**config.mk**
```make
export PLATFORM = sky130hd
export DESIGN_NAME = dsp_top
export DESIGN_NICKNAME = d
export VERILOG_FILES = /design/src/common/dsp_pkg.sv /design/src/rtl/dsp_chan.sv /design/src/rtl/dsp_top.sv
export SDC_FILE = /design/constraint.sdc
export NUM_CORES = 1
export LEC_CHECK = 0
export ABC_CLOCK_PERIOD_IN_PS = 3400
export BUFFER_PORTS_ARGS = -buffer_cell sky130_fd_sc_hd__clkbuf_2
export CORE_ASPECT_RATIO = 0.9
export CORE_MARGIN = 3
export CORE_UTILIZATION = 45
export CTS_CLUSTER_DIAMETER = 50
export DETAILED_ROUTE_END_ITERATION = 16
export GPL_TIMING_DRIVEN = 1
export PLACE_DENSITY = 0.66
export SYNTH_ARGS = -nofsm -noshare
export SYNTH_HDL_FRONTEND = slang
export SYNTH_HIERARCHICAL = 1
export SYNTH_SLANG_ARGS = --single-unit
```
**constraint.sdc**
```tcl
create_clock -name CLK_IN -period 3.4 [get_ports CLK_IN]
set_clock_uncertainty 0.2 [all_clocks]
set_input_delay 0.34 -clock CLK_IN [delete_from_list [all_inputs] [get_ports CLK_IN]]
set_output_delay 0.34 -clock CLK_IN [all_outputs]
set_load 0.02 [all_outputs]
```
**src/common/dsp_pkg.sv**
```systemverilog
// Constants shared by the dual-slope PWM waveform unit and its channels.
// Assumes a 32-bit Avalon-MM slave with byte addresses, 8-bit registers.
package dsp_pkg;
  // Register byte offsets
  localparam logic [4:0] OFS_CTRL_A = 5'h00;
  localparam logic [4:0] OFS_CTRL_B = 5'h04;
  localparam logic [4:0] OFS_COUNT = 5'h08;
  localparam logic [4:0] OFS_CMP_A = 5'h0c;
  localparam logic [4:0] OFS_CMP_B = 5'h10;
  localparam logic [4:0] OFS_FLAGS = 5'h14;
  localparam logic [4:0] OFS_PINS = 5'h18;
  // Field positions
  localparam int OUT_A_LSB = 6;
  localparam int OUT_B_LSB = 4;
  localparam int WGM_LO_LSB = 0;
  localparam int WGM_HI_BIT = 3;
  localparam int CS_LSB = 0;
  localparam int FORCE_A_BIT = 7;
  localparam int FORCE_B_BIT = 6;
  localparam int OVF_BIT = 0;
  localparam int MATCH_A_BIT = 1;
  localparam int MATCH_B_BIT = 2;
  localparam int DIR_A_BIT = 0;
  localparam int DIR_B_BIT = 1;
  localparam int PORT_A_BIT = 4;
  localparam int PORT_B_BIT = 5;
  // Reset and counter limits
  localparam logic [7:0] REG_RESET = 8'h00;
  localparam logic [7:0] BOTTOM_VAL = 8'h00;
  localparam logic [7:0] MAX_VAL = 8'hff;
  // Waveform generation selections
  localparam logic [2:0] WGM_NORMAL = 3'h0;
  localparam logic [2:0] WGM_DUAL_MAX = 3'h1;
  localparam logic [2:0] WGM_CTC = 3'h2;
  localparam logic [2:0] WGM_FAST_MAX = 3'h3;
  localparam logic [2:0] WGM_DUAL_OCR = 3'h5;
  localparam logic [2:0] WGM_FAST_OCR = 3'h7;
  // Output mode codes
  localparam logic [1:0] OM_OFF = 2'h0;
  localparam logic [1:0] OM_TOGGLE = 2'h1;
  localparam logic [1:0] OM_CLEAR = 2'h2;
  localparam logic [1:0] OM_SET = 2'h3;
  // Ticks per dual-slope period with TOP at MAX
  localparam int DUAL_PERIOD_TICKS = 510;
  typedef enum logic {DIR_DOWN = 1'b0, DIR_UP = 1'b1} dsp_dir_t;
  typedef enum logic {BUS_IDLE = 1'b0, BUS_ACK = 1'b1} dsp_bus_t;
endpackage

```
**src/rtl/dsp_chan.sv**
```systemverilog
// One compare channel: compare buffer, match detect, waveform register.
// Assumes count, direction and tick come from the top on the same clock.
`timescale 1ns/1ns
`default_nettype none
module dsp_chan #(
  parameter bit IS_A = 1'b0
) (
  input wire logic clk_in,
  input wire logic reset_n_in,
  input wire logic tick_in,
  input wire logic [7:0] count_in,
  input wire logic [7:0] top_in,
  input wire logic dir_up_in,
  input wire logic [2:0] wgm_in,
  input wire logic [1:0] out_mode_in,
  input wire logic cmp_wr_in,
  input wire logic [7:0] cmp_data_in,
  input wire logic force_in,
  output logic [7:0] cmp_sw_out,
  output logic [7:0] cmp_buf_out,
  output logic wave_out,
  output logic connected_out,
  output logic match_out
);
  import dsp_pkg::*;
  logic [7:0] cmp_sw_q, cmp_sw_d; // Software-visible compare value
  logic [7:0] cmp_buf_q, cmp_buf_d; // Compare value in use
  logic wave_q, wave_d; // Waveform register
  logic up_hit_q, up_hit_d; // Up-slope match seen since BOTTOM
  logic is_dual, is_fast, is_pwm, at_top, at_bot, hit, going_up, ign, tog_ok, inv;

  // Match decode and waveform next state
  always_comb
  begin
    is_dual = (wgm_in == WGM_DUAL_MAX) || (wgm_in == WGM_DUAL_OCR);
    is_fast = (wgm_in == WGM_FAST_MAX) || (wgm_in == WGM_FAST_OCR);
    is_pwm = is_dual || is_fast;
    at_top = count_in == top_in;
    at_bot = count_in == BOTTOM_VAL;
    hit = tick_in && (count_in == cmp_buf_q);
    going_up = dir_up_in || at_bot;
    ign = is_pwm && out_mode_in[1] && (cmp_buf_q == top_in);
    tog_ok = !is_pwm || (IS_A && wgm_in[2]);
    inv = out_mode_in[0];
    // Detached when off, or toggle not allowed in PWM
    connected_out = (out_mode_in != OM_OFF) && ((out_mode_in != OM_TOGGLE) || tog_ok);
    cmp_sw_d = cmp_wr_in ? cmp_data_in : cmp_sw_q;
    // Immediate update outside PWM, at TOP inside it
    if (!is_pwm)
      cmp_buf_d = cmp_sw_d;
    else if (tick_in && at_top)
      cmp_buf_d = cmp_sw_q;
    else
      cmp_buf_d = cmp_buf_q;
    wave_d = wave_q;
    up_hit_d = up_hit_q;
    if (tick_in && at_bot)
      up_hit_d = 1'b0;
    if (!is_pwm)
    begin
      // Toggle, clear or set on match or forced match
      if (hit || force_in)
      begin
        case (out_mode_in)
          OM_TOGGLE: wave_d = !wave_q;
          OM_CLEAR: wave_d = 1'b0;
          OM_SET: wave_d = 1'b1;
          default: wave_d = wave_q;
        endcase
      end
    end
    else if (out_mode_in == OM_TOGGLE)
    begin
      if (hit && tog_ok)
        wave_d = !wave_q;
    end
    else if (out_mode_in[1] && is_fast)
    begin
      // Single slope: match action, opposite action at TOP
      if (hit && !ign)
        wave_d = inv;
      else if (tick_in && at_top)
        wave_d = !inv;
    end
    else if (out_mode_in[1])
    begin
      // Dual slope: direction picks the match action
      if (hit && !ign)
      begin
        wave_d = going_up ? inv : !inv;
        if (going_up)
          up_hit_d = 1'b1;
      end
      else if (tick_in && at_top && ign)
        wave_d = !inv;
      else if (tick_in && at_bot && !up_hit_q && (cmp_buf_q != top_in))
        wave_d = inv;
    end
  end

  // State registers
  always_ff @(posedge clk_in or negedge reset_n_in)
  begin
    if (!reset_n_in)
    begin
      cmp_sw_q <= REG_RESET;
      cmp_buf_q <= REG_RESET;
      wave_q <= 1'b0;
      up_hit_q <= 1'b0;
      match_out <= 1'b0;
    end
    else
    begin
      cmp_sw_q <= cmp_sw_d;
      cmp_buf_q <= cmp_buf_d;
      wave_q <= wave_d;
      up_hit_q <= up_hit_d;
      match_out <= hit;
    end
  end

  assign cmp_sw_out = cmp_sw_q;
  assign cmp_buf_out = cmp_buf_q;
  assign wave_out = wave_q;

  a_buffer_hold: assert property (@(posedge clk_in) disable iff (!reset_n_in)
    is_pwm && !(tick_in && at_top) |=> $stable(cmp_buf_q))
    else $error("compare buffer moved away from TOP");
  a_dual_up_clear: assert property (@(posedge clk_in) disable iff (!reset_n_in)
    is_dual && hit && !ign && dir_up_in && out_mode_in == OM_CLEAR |=> !wave_q)
    else $error("up match did not clear output");
  a_dual_down_set: assert property (@(posedge clk_in) disable iff (!reset_n_in)
    is_dual && hit && !ign && !going_up && out_mode_in == OM_SET |=> !wave_q)
    else $error("down match did not clear inverted output");
  a_top_ignore: assert property (@(posedge clk_in) disable iff (!reset_n_in)
    tick_in && is_pwm && ign && at_top && out_mode_in == OM_CLEAR |=> wave_q)
    else $error("TOP action missing when compare equals TOP");
  a_plain_toggle: assert property (@(posedge clk_in) disable iff (!reset_n_in)
    !is_pwm && hit && out_mode_in == OM_TOGGLE |=> wave_q != $past(wave_q))
    else $error("toggle on match missing");
  a_bottom_symmetry: assert property (@(posedge clk_in) disable iff (!reset_n_in)
    is_dual && out_mode_in[1] && tick_in && at_bot && !up_hit_q && (cmp_buf_q != top_in)
    |=> wave_q == $past(out_mode_in[0]))
    else $error("no symmetry transition at BOTTOM");
endmodule
`default_nettype wire

```
**src/rtl/dsp_top.sv**
```systemverilog
// Dual-slope PWM waveform unit: counter, two channels, Avalon-MM registers.
// Assumes an external prescaler tick on CLK_IN and a port pin pad outside.
`timescale 1ns/1ns
`default_nettype none
module dsp_top (
  input wire logic CLK_IN,
  input wire logic RESET_N_IN,
  input wire logic TIMER_TICK_IN,
  input wire logic [4:0] AVS_ADDRESS_IN,
  input wire logic AVS_READ_IN,
  input wire logic AVS_WRITE_IN,
  input wire logic [31:0] AVS_WRITEDATA_IN,
  input wire logic [3:0] AVS_BYTEENABLE_IN,
  output logic [31:0] AVS_READDATA_OUT,
  output logic AVS_WAITREQUEST_OUT,
  output logic [2:0] CLK_SEL_OUT,
  output logic WAVE_A_PIN_OUT,
  output logic WAVE_A_OE_OUT,
  output logic WAVE_B_PIN_OUT,
  output logic WAVE_B_OE_OUT
);
  import dsp_pkg::*;
  // Control fields
  logic [1:0] out_mode_a_q, out_mode_a_d;
  logic [1:0] out_mode_b_q, out_mode_b_d;
  logic [1:0] wgm_lo_q, wgm_lo_d;
  logic wgm_hi_q, wgm_hi_d;
  logic [2:0] clk_sel_q, clk_sel_d;
  // Counter state
  logic [7:0] count_q, count_d;
  dsp_dir_t dir_q, dir_d;
  // Sticky flags
  logic ovf_q, ovf_d, mfa_q, mfa_d, mfb_q, mfb_d;
  // Pin direction and port data
  logic dir_a_q, dir_a_d, dir_b_q, dir_b_d, port_a_q, port_a_d, port_b_q, port_b_d;
  // Bus slave state
  dsp_bus_t bus_q, bus_d;
  logic wait_q, wait_d;
  logic [31:0] rdata_q, rdata_d;
  // Pin registers
  logic pin_a_q, pin_a_d, oe_a_q, oe_a_d, pin_b_q, pin_b_d, oe_b_q, oe_b_d;
  // Decode and datapath nets
  logic rd_go, wr_go, wr_ctrl_a, wr_ctrl_b, wr_count, wr_cmp_a, wr_cmp_b, wr_flags;
  logic [7:0] wd;
  logic [2:0] wgm;
  logic is_dual, is_fast, is_ctc, tick, ovf_set;
  logic [7:0] top;
  logic [7:0] cmp_a_sw, cmp_a_buf, cmp_b_sw;
  logic wave_a, wave_b, conn_a, conn_b, match_a, match_b;

  // Bus request decode
  always_comb
  begin
    rd_go = (bus_q == BUS_IDLE) && AVS_READ_IN;
    wr_go = (bus_q == BUS_IDLE) && AVS_WRITE_IN && AVS_BYTEENABLE_IN[0];
    wd = AVS_WRITEDATA_IN[7:0];
    wr_ctrl_a = 1'b0;
    wr_ctrl_b = 1'b0;
    wr_count = 1'b0;
    wr_cmp_a = 1'b0;
    wr_cmp_b = 1'b0;
    wr_flags = 1'b0;
    if (!wr_go)
      wr_ctrl_a = 1'b0;
    else if (AVS_ADDRESS_IN == OFS_CTRL_A)
      wr_ctrl_a = 1'b1;
    else if (AVS_ADDRESS_IN == OFS_CTRL_B)
      wr_ctrl_b = 1'b1;
    else if (AVS_ADDRESS_IN == OFS_COUNT)
      wr_count = 1'b1;
    else if (AVS_ADDRESS_IN == OFS_CMP_A)
      wr_cmp_a = 1'b1;
    else if (AVS_ADDRESS_IN == OFS_CMP_B)
      wr_cmp_b = 1'b1;
    else if (AVS_ADDRESS_IN == OFS_FLAGS)
      wr_flags = 1'b1;
  end

  // Mode decode, TOP source and gated tick
  always_comb
  begin
    wgm = {wgm_hi_q, wgm_lo_q};
    is_dual = (wgm == WGM_DUAL_MAX) || (wgm == WGM_DUAL_OCR);
    is_fast = (wgm == WGM_FAST_MAX) || (wgm == WGM_FAST_OCR);
    is_ctc = wgm == WGM_CTC;
    if ((wgm == WGM_DUAL_OCR) || (wgm == WGM_FAST_OCR) || is_ctc)
      top = cmp_a_buf;
    else
      top = MAX_VAL;
    tick = TIMER_TICK_IN && (clk_sel_q != 3'h0);
  end

  // Counter next state
  always_comb
  begin
    count_d = count_q;
    dir_d = dir_q;
    ovf_set = 1'b0;
    if (tick && is_dual)
    begin
      if (dir_q == DIR_UP)
      begin
        // TOP was shown for this tick; now turn down
        if (count_q >= top)
        begin
          count_d = (count_q == BOTTOM_VAL) ? BOTTOM_VAL : count_q - 8'h01;
          dir_d = DIR_DOWN;
        end
        else
          count_d = count_q + 8'h01;
      end
      else if (count_q == BOTTOM_VAL)
      begin
        count_d = 8'h01;
        dir_d = DIR_UP;
      end
      else
      begin
        count_d = count_q - 8'h01;
        ovf_set = count_d == BOTTOM_VAL;
      end
    end
    else if (tick)
    begin
      // Up counting with wrap or clear at TOP
      dir_d = DIR_UP;
      if ((is_fast || is_ctc) && (count_q == top))
        count_d = BOTTOM_VAL;
      else
        count_d = count_q + 8'h01;
      ovf_set = is_fast ? (count_q == top) : (count_q == MAX_VAL);
    end
    else if (!is_dual)
      dir_d = DIR_UP;
    if (wr_count)
      count_d = wd;
  end

  // Register writes, flags and pin selection
  always_comb
  begin
    out_mode_a_d = wr_ctrl_a ? wd[OUT_A_LSB +: 2] : out_mode_a_q;
    out_mode_b_d = wr_ctrl_a ? wd[OUT_B_LSB +: 2] : out_mode_b_q;
    wgm_lo_d = wr_ctrl_a ? wd[WGM_LO_LSB +: 2] : wgm_lo_q;
    wgm_hi_d = wr_ctrl_b ? wd[WGM_HI_BIT] : wgm_hi_q;
    clk_sel_d = wr_ctrl_b ? wd[CS_LSB +: 3] : clk_sel_q;
    dir_a_d = dir_a_q;
    dir_b_d = dir_b_q;
    port_a_d = port_a_q;
    port_b_d = port_b_q;
    if (wr_go && (AVS_ADDRESS_IN == OFS_PINS))
    begin
      dir_a_d = wd[DIR_A_BIT];
      dir_b_d = wd[DIR_B_BIT];
      port_a_d = wd[PORT_A_BIT];
      port_b_d = wd[PORT_B_BIT];
    end
    // Write one clears; a set in the same cycle wins
    ovf_d = ovf_set || (ovf_q && !(wr_flags && wd[OVF_BIT]));
    mfa_d = match_a || (mfa_q && !(wr_flags && wd[MATCH_A_BIT]));
    mfb_d = match_b || (mfb_q && !(wr_flags && wd[MATCH_B_BIT]));
    // Waveform overrides port data when attached
    pin_a_d = conn_a ? wave_a : port_a_q;
    pin_b_d = conn_b ? wave_b : port_b_q;
    oe_a_d = dir_a_q;
    oe_b_d = dir_b_q;
  end

  // Bus handshake and read data
  always_comb
  begin
    bus_d = BUS_IDLE;
    wait_d = 1'b1;
    rdata_d = 32'h0;
    if ((bus_q == BUS_IDLE) && (AVS_READ_IN || AVS_WRITE_IN))
    begin
      bus_d = BUS_ACK;
      wait_d = 1'b0;
    end
    if (!rd_go)
      rdata_d = 32'h0;
    else if (AVS_ADDRESS_IN == OFS_CTRL_A)
      rdata_d = {24'h0, out_mode_a_q, out_mode_b_q, 2'b00, wgm_lo_q};
    else if (AVS_ADDRESS_IN == OFS_CTRL_B)
      rdata_d = {24'h0, 4'h0, wgm_hi_q, clk_sel_q};
    else if (AVS_ADDRESS_IN == OFS_COUNT)
      rdata_d = {24'h0, count_q};
    else if (AVS_ADDRESS_IN == OFS_CMP_A)
      rdata_d = {24'h0, cmp_a_sw};
    else if (AVS_ADDRESS_IN == OFS_CMP_B)
      rdata_d = {24'h0, cmp_b_sw};
    else if (AVS_ADDRESS_IN == OFS_FLAGS)
      rdata_d = {29'h0, mfb_q, mfa_q, ovf_q};
    else if (AVS_ADDRESS_IN == OFS_PINS)
      rdata_d = {26'h0, port_b_q, port_a_q, 2'b00, dir_b_q, dir_a_q};
  end

  // All state registers except the period helper
  always_ff @(posedge CLK_IN or negedge RESET_N_IN)
  begin
    if (!RESET_N_IN)
    begin
      out_mode_a_q <= OM_OFF;
      out_mode_b_q <= OM_OFF;
      wgm_lo_q <= 2'h0;
      wgm_hi_q <= 1'b0;
      clk_sel_q <= 3'h0;
      count_q <= REG_RESET;
      dir_q <= DIR_UP;
      ovf_q <= 1'b0;
      mfa_q <= 1'b0;
      mfb_q <= 1'b0;
      dir_a_q <= 1'b0;
      dir_b_q <= 1'b0;
      port_a_q <= 1'b0;
      port_b_q <= 1'b0;
      bus_q <= BUS_IDLE;
      wait_q <= 1'b1;
      rdata_q <= 32'h0;
      pin_a_q <= 1'b0;
      oe_a_q <= 1'b0;
      pin_b_q <= 1'b0;
      oe_b_q <= 1'b0;
    end
    else
    begin
      out_mode_a_q <= out_mode_a_d;
      out_mode_b_q <= out_mode_b_d;
      wgm_lo_q <= wgm_lo_d;
      wgm_hi_q <= wgm_hi_d;
      clk_sel_q <= clk_sel_d;
      count_q <= count_d;
      dir_q <= dir_d;
      ovf_q <= ovf_d;
      mfa_q <= mfa_d;
      mfb_q <= mfb_d;
      dir_a_q <= dir_a_d;
      dir_b_q <= dir_b_d;
      port_a_q <= port_a_d;
      port_b_q <= port_b_d;
      bus_q <= bus_d;
      wait_q <= wait_d;
      rdata_q <= rdata_d;
      pin_a_q <= pin_a_d;
      oe_a_q <= oe_a_d;
      pin_b_q <= pin_b_d;
      oe_b_q <= oe_b_d;
    end
  end

  assign AVS_READDATA_OUT = rdata_q;
  assign AVS_WAITREQUEST_OUT = wait_q;
  assign CLK_SEL_OUT = clk_sel_q;
  assign WAVE_A_PIN_OUT = pin_a_q;
  assign WAVE_A_OE_OUT = oe_a_q;
  assign WAVE_B_PIN_OUT = pin_b_q;
  assign WAVE_B_OE_OUT = oe_b_q;

  // Channel A, which may also supply TOP
  dsp_chan #(.IS_A(1'b1)) u_chan_a (
    .clk_in(CLK_IN),
    .reset_n_in(RESET_N_IN),
    .tick_in(tick),
    .count_in(count_q),
    .top_in(top),
    .dir_up_in(dir_q == DIR_UP),
    .wgm_in(wgm),
    .out_mode_in(out_mode_a_q),
    .cmp_wr_in(wr_cmp_a),
    .cmp_data_in(wd),
    .force_in(wr_ctrl_b && wd[FORCE_A_BIT]),
    .cmp_sw_out(cmp_a_sw),
    .cmp_buf_out(cmp_a_buf),
    .wave_out(wave_a),
    .connected_out(conn_a),
    .match_out(match_a)
  );

  // Channel B
  dsp_chan #(.IS_A(1'b0)) u_chan_b (
    .clk_in(CLK_IN),
    .reset_n_in(RESET_N_IN),
    .tick_in(tick),
    .count_in(count_q),
    .top_in(top),
    .dir_up_in(dir_q == DIR_UP),
    .wgm_in(wgm),
    .out_mode_in(out_mode_b_q),
    .cmp_wr_in(wr_cmp_b),
    .cmp_data_in(wd),
    .force_in(wr_ctrl_b && wd[FORCE_B_BIT]),
    .cmp_sw_out(cmp_b_sw),
    .cmp_buf_out(),
    .wave_out(wave_b),
    .connected_out(conn_b),
    .match_out(match_b)
  );

  // Helper: ticks between overflow sets in fixed-top dual slope
  logic [9:0] per_q;
  logic per_ok_q;
  always_ff @(posedge CLK_IN or negedge RESET_N_IN)
  begin
    if (!RESET_N_IN)
    begin
      per_q <= 10'h0;
      per_ok_q <= 1'b0;
    end
    else
    begin
      per_q <= ovf_set ? 10'h1 : (tick ? per_q + 10'h1 : per_q);
      per_ok_q <= (wgm == WGM_DUAL_MAX) && !wr_count && !wr_ctrl_a && !wr_ctrl_b
        && (per_ok_q || ovf_set);
    end
  end

  a_dual_period: assert property (@(posedge CLK_IN) disable iff (!RESET_N_IN)
    per_ok_q && ovf_set && !wr_count |-> per_q == 10'(DUAL_PERIOD_TICKS))
    else $error("dual-slope period is not 510 ticks");
  a_top_hold: assert property (@(posedge CLK_IN) disable iff (!RESET_N_IN)
    tick && is_dual && dir_q == DIR_UP && count_q == top && top != BOTTOM_VAL && !wr_count
    |=> dir_q == DIR_DOWN && count_q == $past(top) - 8'h01)
    else $error("counter did not turn after one tick at TOP");
  a_bottom_flag: assert property (@(posedge CLK_IN) disable iff (!RESET_N_IN)
    tick && is_dual && dir_q == DIR_DOWN && count_q == 8'h01 && !wr_count
    |=> ovf_q && count_q == 8'h00)
    else $error("overflow flag not set at BOTTOM");
  a_pin_override: assert property (@(posedge CLK_IN) disable iff (!RESET_N_IN)
    conn_a |=> WAVE_A_PIN_OUT == $past(wave_a) && WAVE_A_OE_OUT == $past(dir_a_q))
    else $error("waveform did not override pin A");
  a_tick_gate: assert property (@(posedge CLK_IN) disable iff (!RESET_N_IN)
    !tick && !wr_count |=> $stable(count_q))
    else $error("counter moved without a tick");
  a_bus_answer: assert property (@(posedge CLK_IN) disable iff (!RESET_N_IN)
    !AVS_WAITREQUEST_OUT |=> AVS_WAITREQUEST_OUT)
    else $error("waitrequest low for more than one cycle");
endmodule
`default_nettype wire

```
### After elaboration in Yosys (flattened, before gate mapping)

Cells that the tools add are included.

* register bits after elaboration: 102
* input bits: 46

* multiplexer cells: 105
* bitwise operators: 1
* add/sub/neg operators: 2
* equal/unequal tests: 37
* reduce and logical (&&, ||, !) cells: 79
* magnitude comparators: 1

Operators by type and width (count)
* two-way mux 8 bit: 21
* two-way mux 1 bit: 80
* == test 8 bit: 5
* logical AND 1 bit: 38
* logical NOT 8 bit: 2
* logical OR 1 bit: 16
* != test 8 bit: 2
* == test 5 bit (second input constant): 3
* logical NOT 1 bit: 12
* two-way mux 6 bit: 2
* AND reduction 6 bit: 2
* == test 5 x 4 -> 1 bit (second input constant): 2
* adder 8 x 1 -> 8 bit (second input constant): 1
* == test 2 bit (second input constant): 4
* == test 8 bit (second input constant): 1
* greater-or-equal comparator 8 bit: 1
* nonzero test 2 bit: 4
* nonzero test 4 bit: 2
* subtractor 8 x 1 -> 8 bit (second input constant): 1
* == test 3 x 2 -> 1 bit (second input constant): 2
* == test 3 bit (second input constant): 2
* != test 3 bit (second input constant): 2
* != test 6 x 1 -> 1 bit (second input constant): 1
* != test 6 bit (second input constant): 1
* 14 further kinds: 18

### Depth between registers and ports, before layout

Gate-level depths: netlist of run 1.

* depth after elaboration: 13
* gate-level depth with buffers: 13

### Hierarchy

The synthesis of run 1 kept the hierarchy.

By module, submodules not included
* dsp_top: instances 1, sequential area each 1003.5 sq um, area each 3069.2 sq um, cells each 346
* dsp_chan at u_chan_a: instances 1, sequential area each 475.5 sq um, area each 1288.7 sq um, cells each 147
* dsp_chan at u_chan_b: instances 1, sequential area each 475.5 sq um, area each 1251.2 sq um, cells each 123

### Least setup slack after synthesis of run 1

No wires, ideal clock.

* path kind: reg2reg
* start: register wgm_lo_q[1]
* end: register count_q[2]
* path buffers: 1
* library setup time: 82 ps
* path slack: 295 ps
* cell stages (with the launch flop): 13
* required time: 3118 ps
* arrival: 2823 ps
* cell sequence: dfrtp_1 > nor3b_1 > a21oi_1 > or2_2 > inv_1 > ha_1 > and4_4 > o21ai_2 > o21a_1 > buf_6 > or3_4 > o22a_1 > a22oi_2

* word-level cells in the longest chain between the ends: 10
* elaborated cells on any way between the ends: 22

RTL lines
* start, declared: RTL line dsp_top.sv:26 `logic [1:0] wgm_lo_q, wgm_lo_d;`
* start signal, assigned: RTL line dsp_top.sv:229 `wgm_lo_q <= wgm_lo_d;`
* == test 3 bit: RTL line dsp_top.sv:86 `if ((wgm == WGM_DUAL_OCR) || (wgm == WGM_FAST_OCR) || is_ctc)`
* logical OR 1 bit: RTL line dsp_top.sv:86
* logical OR 1 bit *: RTL line dsp_top.sv:86
* two-way mux 8 bit *: RTL line dsp_top.sv:86
* via top[5]: RTL line dsp_top.sv:47 `logic [7:0] top;`
* parallel branches: the longest is 4 deep, another holds greater-or-equal comparator 8 bit
* two-way mux 8 bit *: RTL line dsp_top.sv:99 `if (tick && is_dual)`
* two-way mux 8 bit *: RTL line dsp_top.sv:135 `if (wr_count)`
* end signal, assigned: RTL line dsp_top.sv:232 `count_q <= count_d;`
* end, declared: RTL line dsp_top.sv:30 `logic [7:0] count_q, count_d;`

Mark *: on every way through the listed nets, which the timed path passes. The select of a mux whose other input is x is not followed.
A chain may end at the register's enable or synchronous reset.

### Worst setup path after layout of run 1

* start: register wgm_hi_q
* end: register count_q[2]

* word-level cells in the longest chain between the ends: 10
* elaborated cells on any way between the ends: 22

RTL lines
* start, declared: RTL line dsp_top.sv:27 `logic wgm_hi_q, wgm_hi_d;`
* start signal, assigned: RTL line dsp_top.sv:230 `wgm_hi_q <= wgm_hi_d;`
* == test 3 bit: RTL line dsp_top.sv:86
* logical OR 1 bit: RTL line dsp_top.sv:86
* logical OR 1 bit *: RTL line dsp_top.sv:86
* two-way mux 8 bit *: RTL line dsp_top.sv:86
* via top[0]: RTL line dsp_top.sv:47
* parallel branches: the longest is 4 deep, another holds greater-or-equal comparator 8 bit
* two-way mux 8 bit *: RTL line dsp_top.sv:99
* two-way mux 8 bit *: RTL line dsp_top.sv:135

Marks and branches as above.

==> results.toml, run 1 <==
[die]
die_area_mm2 = 0.01384
num_rows = 38
initial_core_util_pct = 46.26
die_w_um = 123.7
io_pins = 86
die_y_um = 111.9
core_area_mm2 = 0.01212

[synthesis]
async_flop_share_pct = 100.0
synth_most_common_cell = "dfrtp_1"
ys_types = 84
yosysSeqAreaShare_pct = 34.84
ys_ff_latch = 78
synth_top_area_share_pct = 33.91
netlist_top_cells_count = "76 x dfrtp_1, 59 x nor2_1, 45 x nand2_1"
synth_edf_count = 0
netlist_instances = 616
syn_area_per_cell_um2 = 9.106
synth_ff_type = "dfrtp_1"
synth_area_leaders = "dfrtp_1 34%, mux2_2 4.6%, xnor2_1 4.5%"
synth.cell_area_mm2 = 0.005609
ys_warn_count = 6
netlist.top_cell.by_area = "dfrtp_1"

[critical_path]
cp-start-kind = "flop"
r2r_end = "count_q[2]"
crit_fanout = 8
cp.required_ps = 3460
crit_type = "reg -> reg"
reg2regPathDepth = 10
r2r_start = "wgm_hi_q"
cpPeakStageDelay_ps = 450
end_kind = "flop"
crit_path_top_delay_cell = "dfrtp_1"
reg2reg_slack_ps = 190
path_cells = "nor3b_1 > a21oi_2 > or2_2 > ha_1 > nand2b_4 > a2111oi_2 > o21a_2 > o211ai_1 > o22a_1 > a22oi_2"
cp.arrival_ps = 3270

[worst_hold_path]
hold_path.class = "in -> async"

[grt]
grt_max_degree = 79
grt.overflow.total = 0
busiest_layer = "met2"
first_global_vias = 4783
use_met2_pct = 37.01
grt_pass1_wl_um = 26110
met3_usage_pct = 5.841
grt_use_total_pct = 24.51
antenna_found_initial = 0
grtUsageMet1_pct = 35.11

[finish]
fillCellCount = 1140
seqCellArea_mm2 = 0.001954
antennaDiodeCount = 0
nets = 708
fin_util_pct = 51.11
syn2layout_area_growth_pct = 10.48
layout-drive-gt1-share_pct = 18.47
stdcell_area_mm2 = 0.006197
multi_input_area_mm2 = 0.003312

[timing]
fin_crit_ps = 3210
tns_ps = 0
tightest_slew_ps = 1005
slew_headroom_pct = 32.98
rsz0062_at_grt = "false"
fmax_mhz = 311.5
drv_slew = 0
setup_violations = 0
hold_slack_ps = -39.06
post-route-period-util_pct = 94.42
hold_viol = 51

[clock_tree]
cts_hold_buf = 0
cts_made_buffers = 9
root_buffer = "clkbuf_16"
h-tree-depth = 3
clock-sinks = 78
cts_max_path_buffers = 2
clk_latency_ps = 350
clk_pin_slew_ps = 60
cts_tree = "built"

[routing]
firstDrtPassIters = 6
drt-wirelength-per-cell_um = 20.17
drt_iter0_markers = 609
ant_nets = 0
route.detailed.drc = 0
totalWireLength_um = 16440
via_count = 5016
drt-vias-per-instance = 6.155

[power_and_ir_drop]
power_density_mw_per_mm2 = 617.2
total_power_mw = 3.825
leakagePower_nw = 2.834
peakVddDrop_mv = 0.4158

[placement]
port_buffers = 34
place_hpwl_um = 11800
dpl-instance-area_mm2 = 0.005848
gp_congestion = 0.9579

[outcome]
outcome = "complete, but fails checks"
violations = "negative hold slack"

[run]
cap_violations = 0
==> cells by family (layout without fill, tap and decap cells) <==
logic type / after synthesis / count (layout) / share of synthesized area [%]
and+or+nand+nor: 211 / 211 / 20.46
AOI/OAI and AO/OA: 129 / 129 / 15.82
buffers and inverters: 79 / 95 / 7.740
DFF: 78 / 78 / 34.84
xor gates and xnor gates: 56 / 56 / 8.744
muxes: 50 / 50 / 9.659
adders and majority gates: 12 / 12 / 2.677
other: 1 / 24 / 0.06686
==> cell type report <==
type / count / area share (%)
inverters: 27 / 1.635
clock inverters: 6 / 1.494
clock buffers: 10 / 3.695
well taps: 160 / 3.230
flip-flops and latches: 78 / 31.54
multi-input cells: 482 / 53.44
repair buffers: 52 / 4.967
==> cells in the final DEF, fill, tap and decap left out, types with 19 or more instances in the layout <==
cell type,n
dfrtp_1,76
nor2_1,59
nand2_1,45
a21oi_1,38
clkbuf_2,33
xnor2_1,29
xor2_1,27
inv_1,26
conb_1,24
mux2_2,23
buf_4,19
==> power by group <==
part           switching [mW]  internal (mW)
Clock                   0.411          0.649
Combinational           0.776          0.583
Sequential              0.335           1.07
Total                    1.52           2.30
==> sequential cells by signal (all words and copies together) (netlist names), 3 cells and up <==
register	cells
u_chan_b/cmp_sw_out	8
u_chan_a/cmp_sw_out	8
AVS_READDATA_OUT	8
u_chan_b/cmp_buf_out	8
u_chan_a/cmp_buf_out	8
CLK_SEL_OUT	3
count_q	8
==> how the worst max path moves through the flow <==
stage | start | to | slack, ps
after floorplan | wgm_lo_q[1] | count_q[2] | 290
after global placement | wgm_hi_q | count_q[2] | 190
after detailed placement | wgm_lo_q[1] | count_q[2] | 70
after CTS | wgm_lo_q[1] | count_q[2] | 60
after global routing | wgm_hi_q | count_q[2] | 20
final | wgm_hi_q | count_q[2] | 190
==> metrics by stage <==
stage	hold slack (ps)	setup WS, ps	std cells
floorplan	-155.6	294.9	639
global placement	198.2	195.0	796
detailed placement	187.4	70.79	796
CTS	10.21	56.84	812
global route	52.18	16.53	815
finish	-39.06	189.8	815
==> routing by layer <==
metal  wire length [um]  part of all wire (%)
met2               7668                    47
met4                293                   1.8
met5                  0                     0
met3               1359                   8.3
met1               7114                    43
==> worst max-delay path, delay by kind of cell, from the launching register on <==
family | cells | cell delay [ps]
AO/OA/AOI/OAI | 6 | 1340
AND/OR/NAND/NOR | 3 | 820
flip-flops | 1 | 450
adder cells (fa/ha/maj) | 1 | 320
==> what timing repair did <==
item | in CTS | in global routing
setup buffers | 0 | 3
setup endpoints to repair | 0 | 9
gates resized for setup | 0 | 2
endpoints found under the hold margin | 0 | 0
No activity file was read; power rests on OpenSTA's default activity.
==> run 2: changes to the inputs <==
- ABC_AREA: default -> 1
- PLACE_DENSITY: 0.66 -> 0.65
==> results.toml, run 2 <==
[synthesis]
synth.cell_area_mm2 = 0.005943
ys_types = 48
syn_area_per_cell_um2 = 7.025
netlist_instances = 846
ys_ff_latch = 78
ys_warn_count = 6
async_flop_share_pct = 100.0
yosysSeqAreaShare_pct = 32.88
synth_most_common_cell = "nand2_1"
synth_edf_count = 0
netlist.top_cell.by_area = "dfrtp_1"
synth_top_area_share_pct = 32.00
synth_ff_type = "dfrtp_1"
netlist_top_cells_count = "261 x nand2_1, 115 x inv_1, 76 x dfrtp_1"
synth_area_leaders = "dfrtp_1 32%, nand2_1 16%, inv_1 7.3%"

[finish]
final_common_cell = "nand2_1"
syn2layout_area_growth_pct = 10.25
layout_common_cells = "261 x nand2_1, 115 x inv_1, 76 x dfrtp_1"
antennaDiodeCount = 0
fin_cells = 1062
layout-drive-gt1-share_pct = 17.15
nets = 951

[die]
initial_core_util_pct = 46.49
die_w_um = 127.1
io_pins = 86
die_area_mm2 = 0.01462
num_rows = 39
die_y_um = 115.0
core_area_mm2 = 0.01278

[placement]
place_hpwl_um = 13130
dpl.cell_count = 1044
gp_congestion = 0.9130
port_buffers = 34
pre_cts_ws_ps = 542.1

[clock_tree]
clk_pin_slew_ps = 60
cts_setup_buffers = 0
post_cts_resize_count = 0
h-tree-depth = 3
clock-sinks = 78
cts_tree = "built"
cts_made_buffers = 9
clk_latency_ps = 340
root_buffer = "clkbuf_16"
cts_max_path_buffers = 2

[routing]
firstDrtPassIters = 5
drt_iter0_markers = 559
via_count = 5634
drt-wirelength-per-cell_um = 16.69
route.detailed.drc = 0
ant_nets = 0
drt-vias-per-instance = 5.305
totalWireLength_um = 17720

[outcome]
outcome = "complete, but fails checks"
violations = "negative hold slack"

[timing]
fin_crit_ps = 2968
setup_violations = 0
tightest_slew_ps = 1009
hold_slack_ps = -49.37
fmax_mhz = 336.9
post-route-period-util_pct = 87.30
drv_slew = 0
slew_headroom_pct = 32.75
hold_viol = 43
rsz0062_at_grt = "false"
tns_ps = 0
setup_slack_ps = 431.7

[run]
cap_violations = 0

[critical_path]
cp_common_cell = "nand2_1"
crit_type = "reg -> reg"
crit_path_top_delay_cell = "dfrtp_1"
crit_start = "wgm_hi_q"
path_cells = "inv_1 > o21ai_0 > inv_1 > or2_2 > ha_1 > nand2_1 > nor2_1 > nand2_1 > nand2_1 > nor2_4 > nand3_4 > nand2_1 > nand3_1 > nand2_1 > nand2_1 > nand2_1"
crit_fanout = 8
cpPeakStageDelay_ps = 470
end_kind = "flop"
r2r_start = "wgm_hi_q"
cp.arrival_ps = 3050
cp-start-kind = "flop"
cp.required_ps = 3490

[grt]
grt.overflow.total = 0
first_global_vias = 5217
grt_pass1_wl_um = 28110
grt_use_total_pct = 24.81
grt_max_degree = 79
antenna_found_initial = 0

[power_and_ir_drop]
total_power_mw = 3.567
power_density_mw_per_mm2 = 544.3
peakVddDrop_mv = 0.4394
leakagePower_nw = 3.415

[worst_hold_path]
hold_path.class = "in -> async"
-- run 2: cell count changes after synthesis, moves of 16 or more --
cell | previous run | this run
nand3_1 | 13 | 49
a21oi_1 | 39 | 15
xor2_1 | 27 | 5
o21ai_0 | 11 | 40
mux2_2 | 23 | 0
mux2i_1 | 17 | 0
inv_1 | 26 | 115
inv_2 | 1 | 17
nand2_1 | 45 | 261
-- run 2: what timing repair did --
item                                    4_1_cts  5_1_grt
hold buffers                                  2        0
endpoints found under the setup margin        0        0
endpoints found under the hold margin         1        0
-- run 2: area by class of cell --
| type | count | area (um2) |
|---|---|---|
| fill | 1314 | 6232 |
| multi-input combinational | 624 | 3333 |
| sequential | 78 | 1954 |
| inverter | 133 | 501.7 |
| timing repair buffer | 47 | 275.3 |
| clock buffer | 9 | 225.2 |
| tap | 164 | 205.2 |
| clock inverter | 7 | 57.56 |
-- run 2: final timing paths --
path	end	slack, ps	cells after the start
setup reg to reg	count_q[7]	430	16
min in group CLK_IN	bus_q	70	3
max in group asynchronous	u_chan_b/cmp_buf_out[1]	2370	1
setup / recovery	count_q[7]	430	16
hold reg to reg	WAVE_A_OE_OUT	200	0
hold / removal	u_chan_a/match_out	-50	1
-- run 2: cells by family (layout without fill, tap and decap cells) --
kind of cell / count (synthesis) / in the layout / synth area share (%)
adders and majority gates: 12 / 12 / 2.526
xor gates and xnor gates: 35 / 35 / 5.158
other: 1 / 24 / 0.06310
DFF: 78 / 78 / 32.88
buffers and inverters: 167 / 196 / 12.48
and+or+nand+nor: 442 / 442 / 35.10
AOI/OAI and AO/OA: 111 / 111 / 11.79
-- run 2: through the flow --
| stage | hold slack, ps | utilization, % | instance area [um2] |
|---|---|---|---|
| global route | 46.66 | 51.25 | 6553 |
| floorplan | -155.6 | - | 6030 |
| CTS | 8.448 | 51.25 | 6553 |
| detailed placement | 193.2 | 48.88 | 6250 |
| finish | -49.37 | 51.25 | 6553 |
| global placement | 189.2 | 48.88 | 6250 |
-- run 2: power by group --
group          internal, mW  switching [mW]
registers              1.06           0.206
logic                 0.490           0.902
clock network         0.503           0.411
total                  2.05            1.52
-- run 2: layer usage --
layer	vias to the layer above	GRT usage, %	wire (um)
met1	2624	36.33	8004
met4	0	9.078	487
li1	2728	-	-
met5	-	0	0
met3	38	5.852	1691
met2	244	35.72	7541
-- run 2: worst max-delay path: cells and delay by family (launching register included) --
kind                     cells  cell delay, ps
AO/OA/AOI/OAI                1             260
flip-flops                   1             470
buffers and inverters        2             200
AND/OR/NAND/NOR             12            1480
adder cells (fa/ha/maj)      1             290
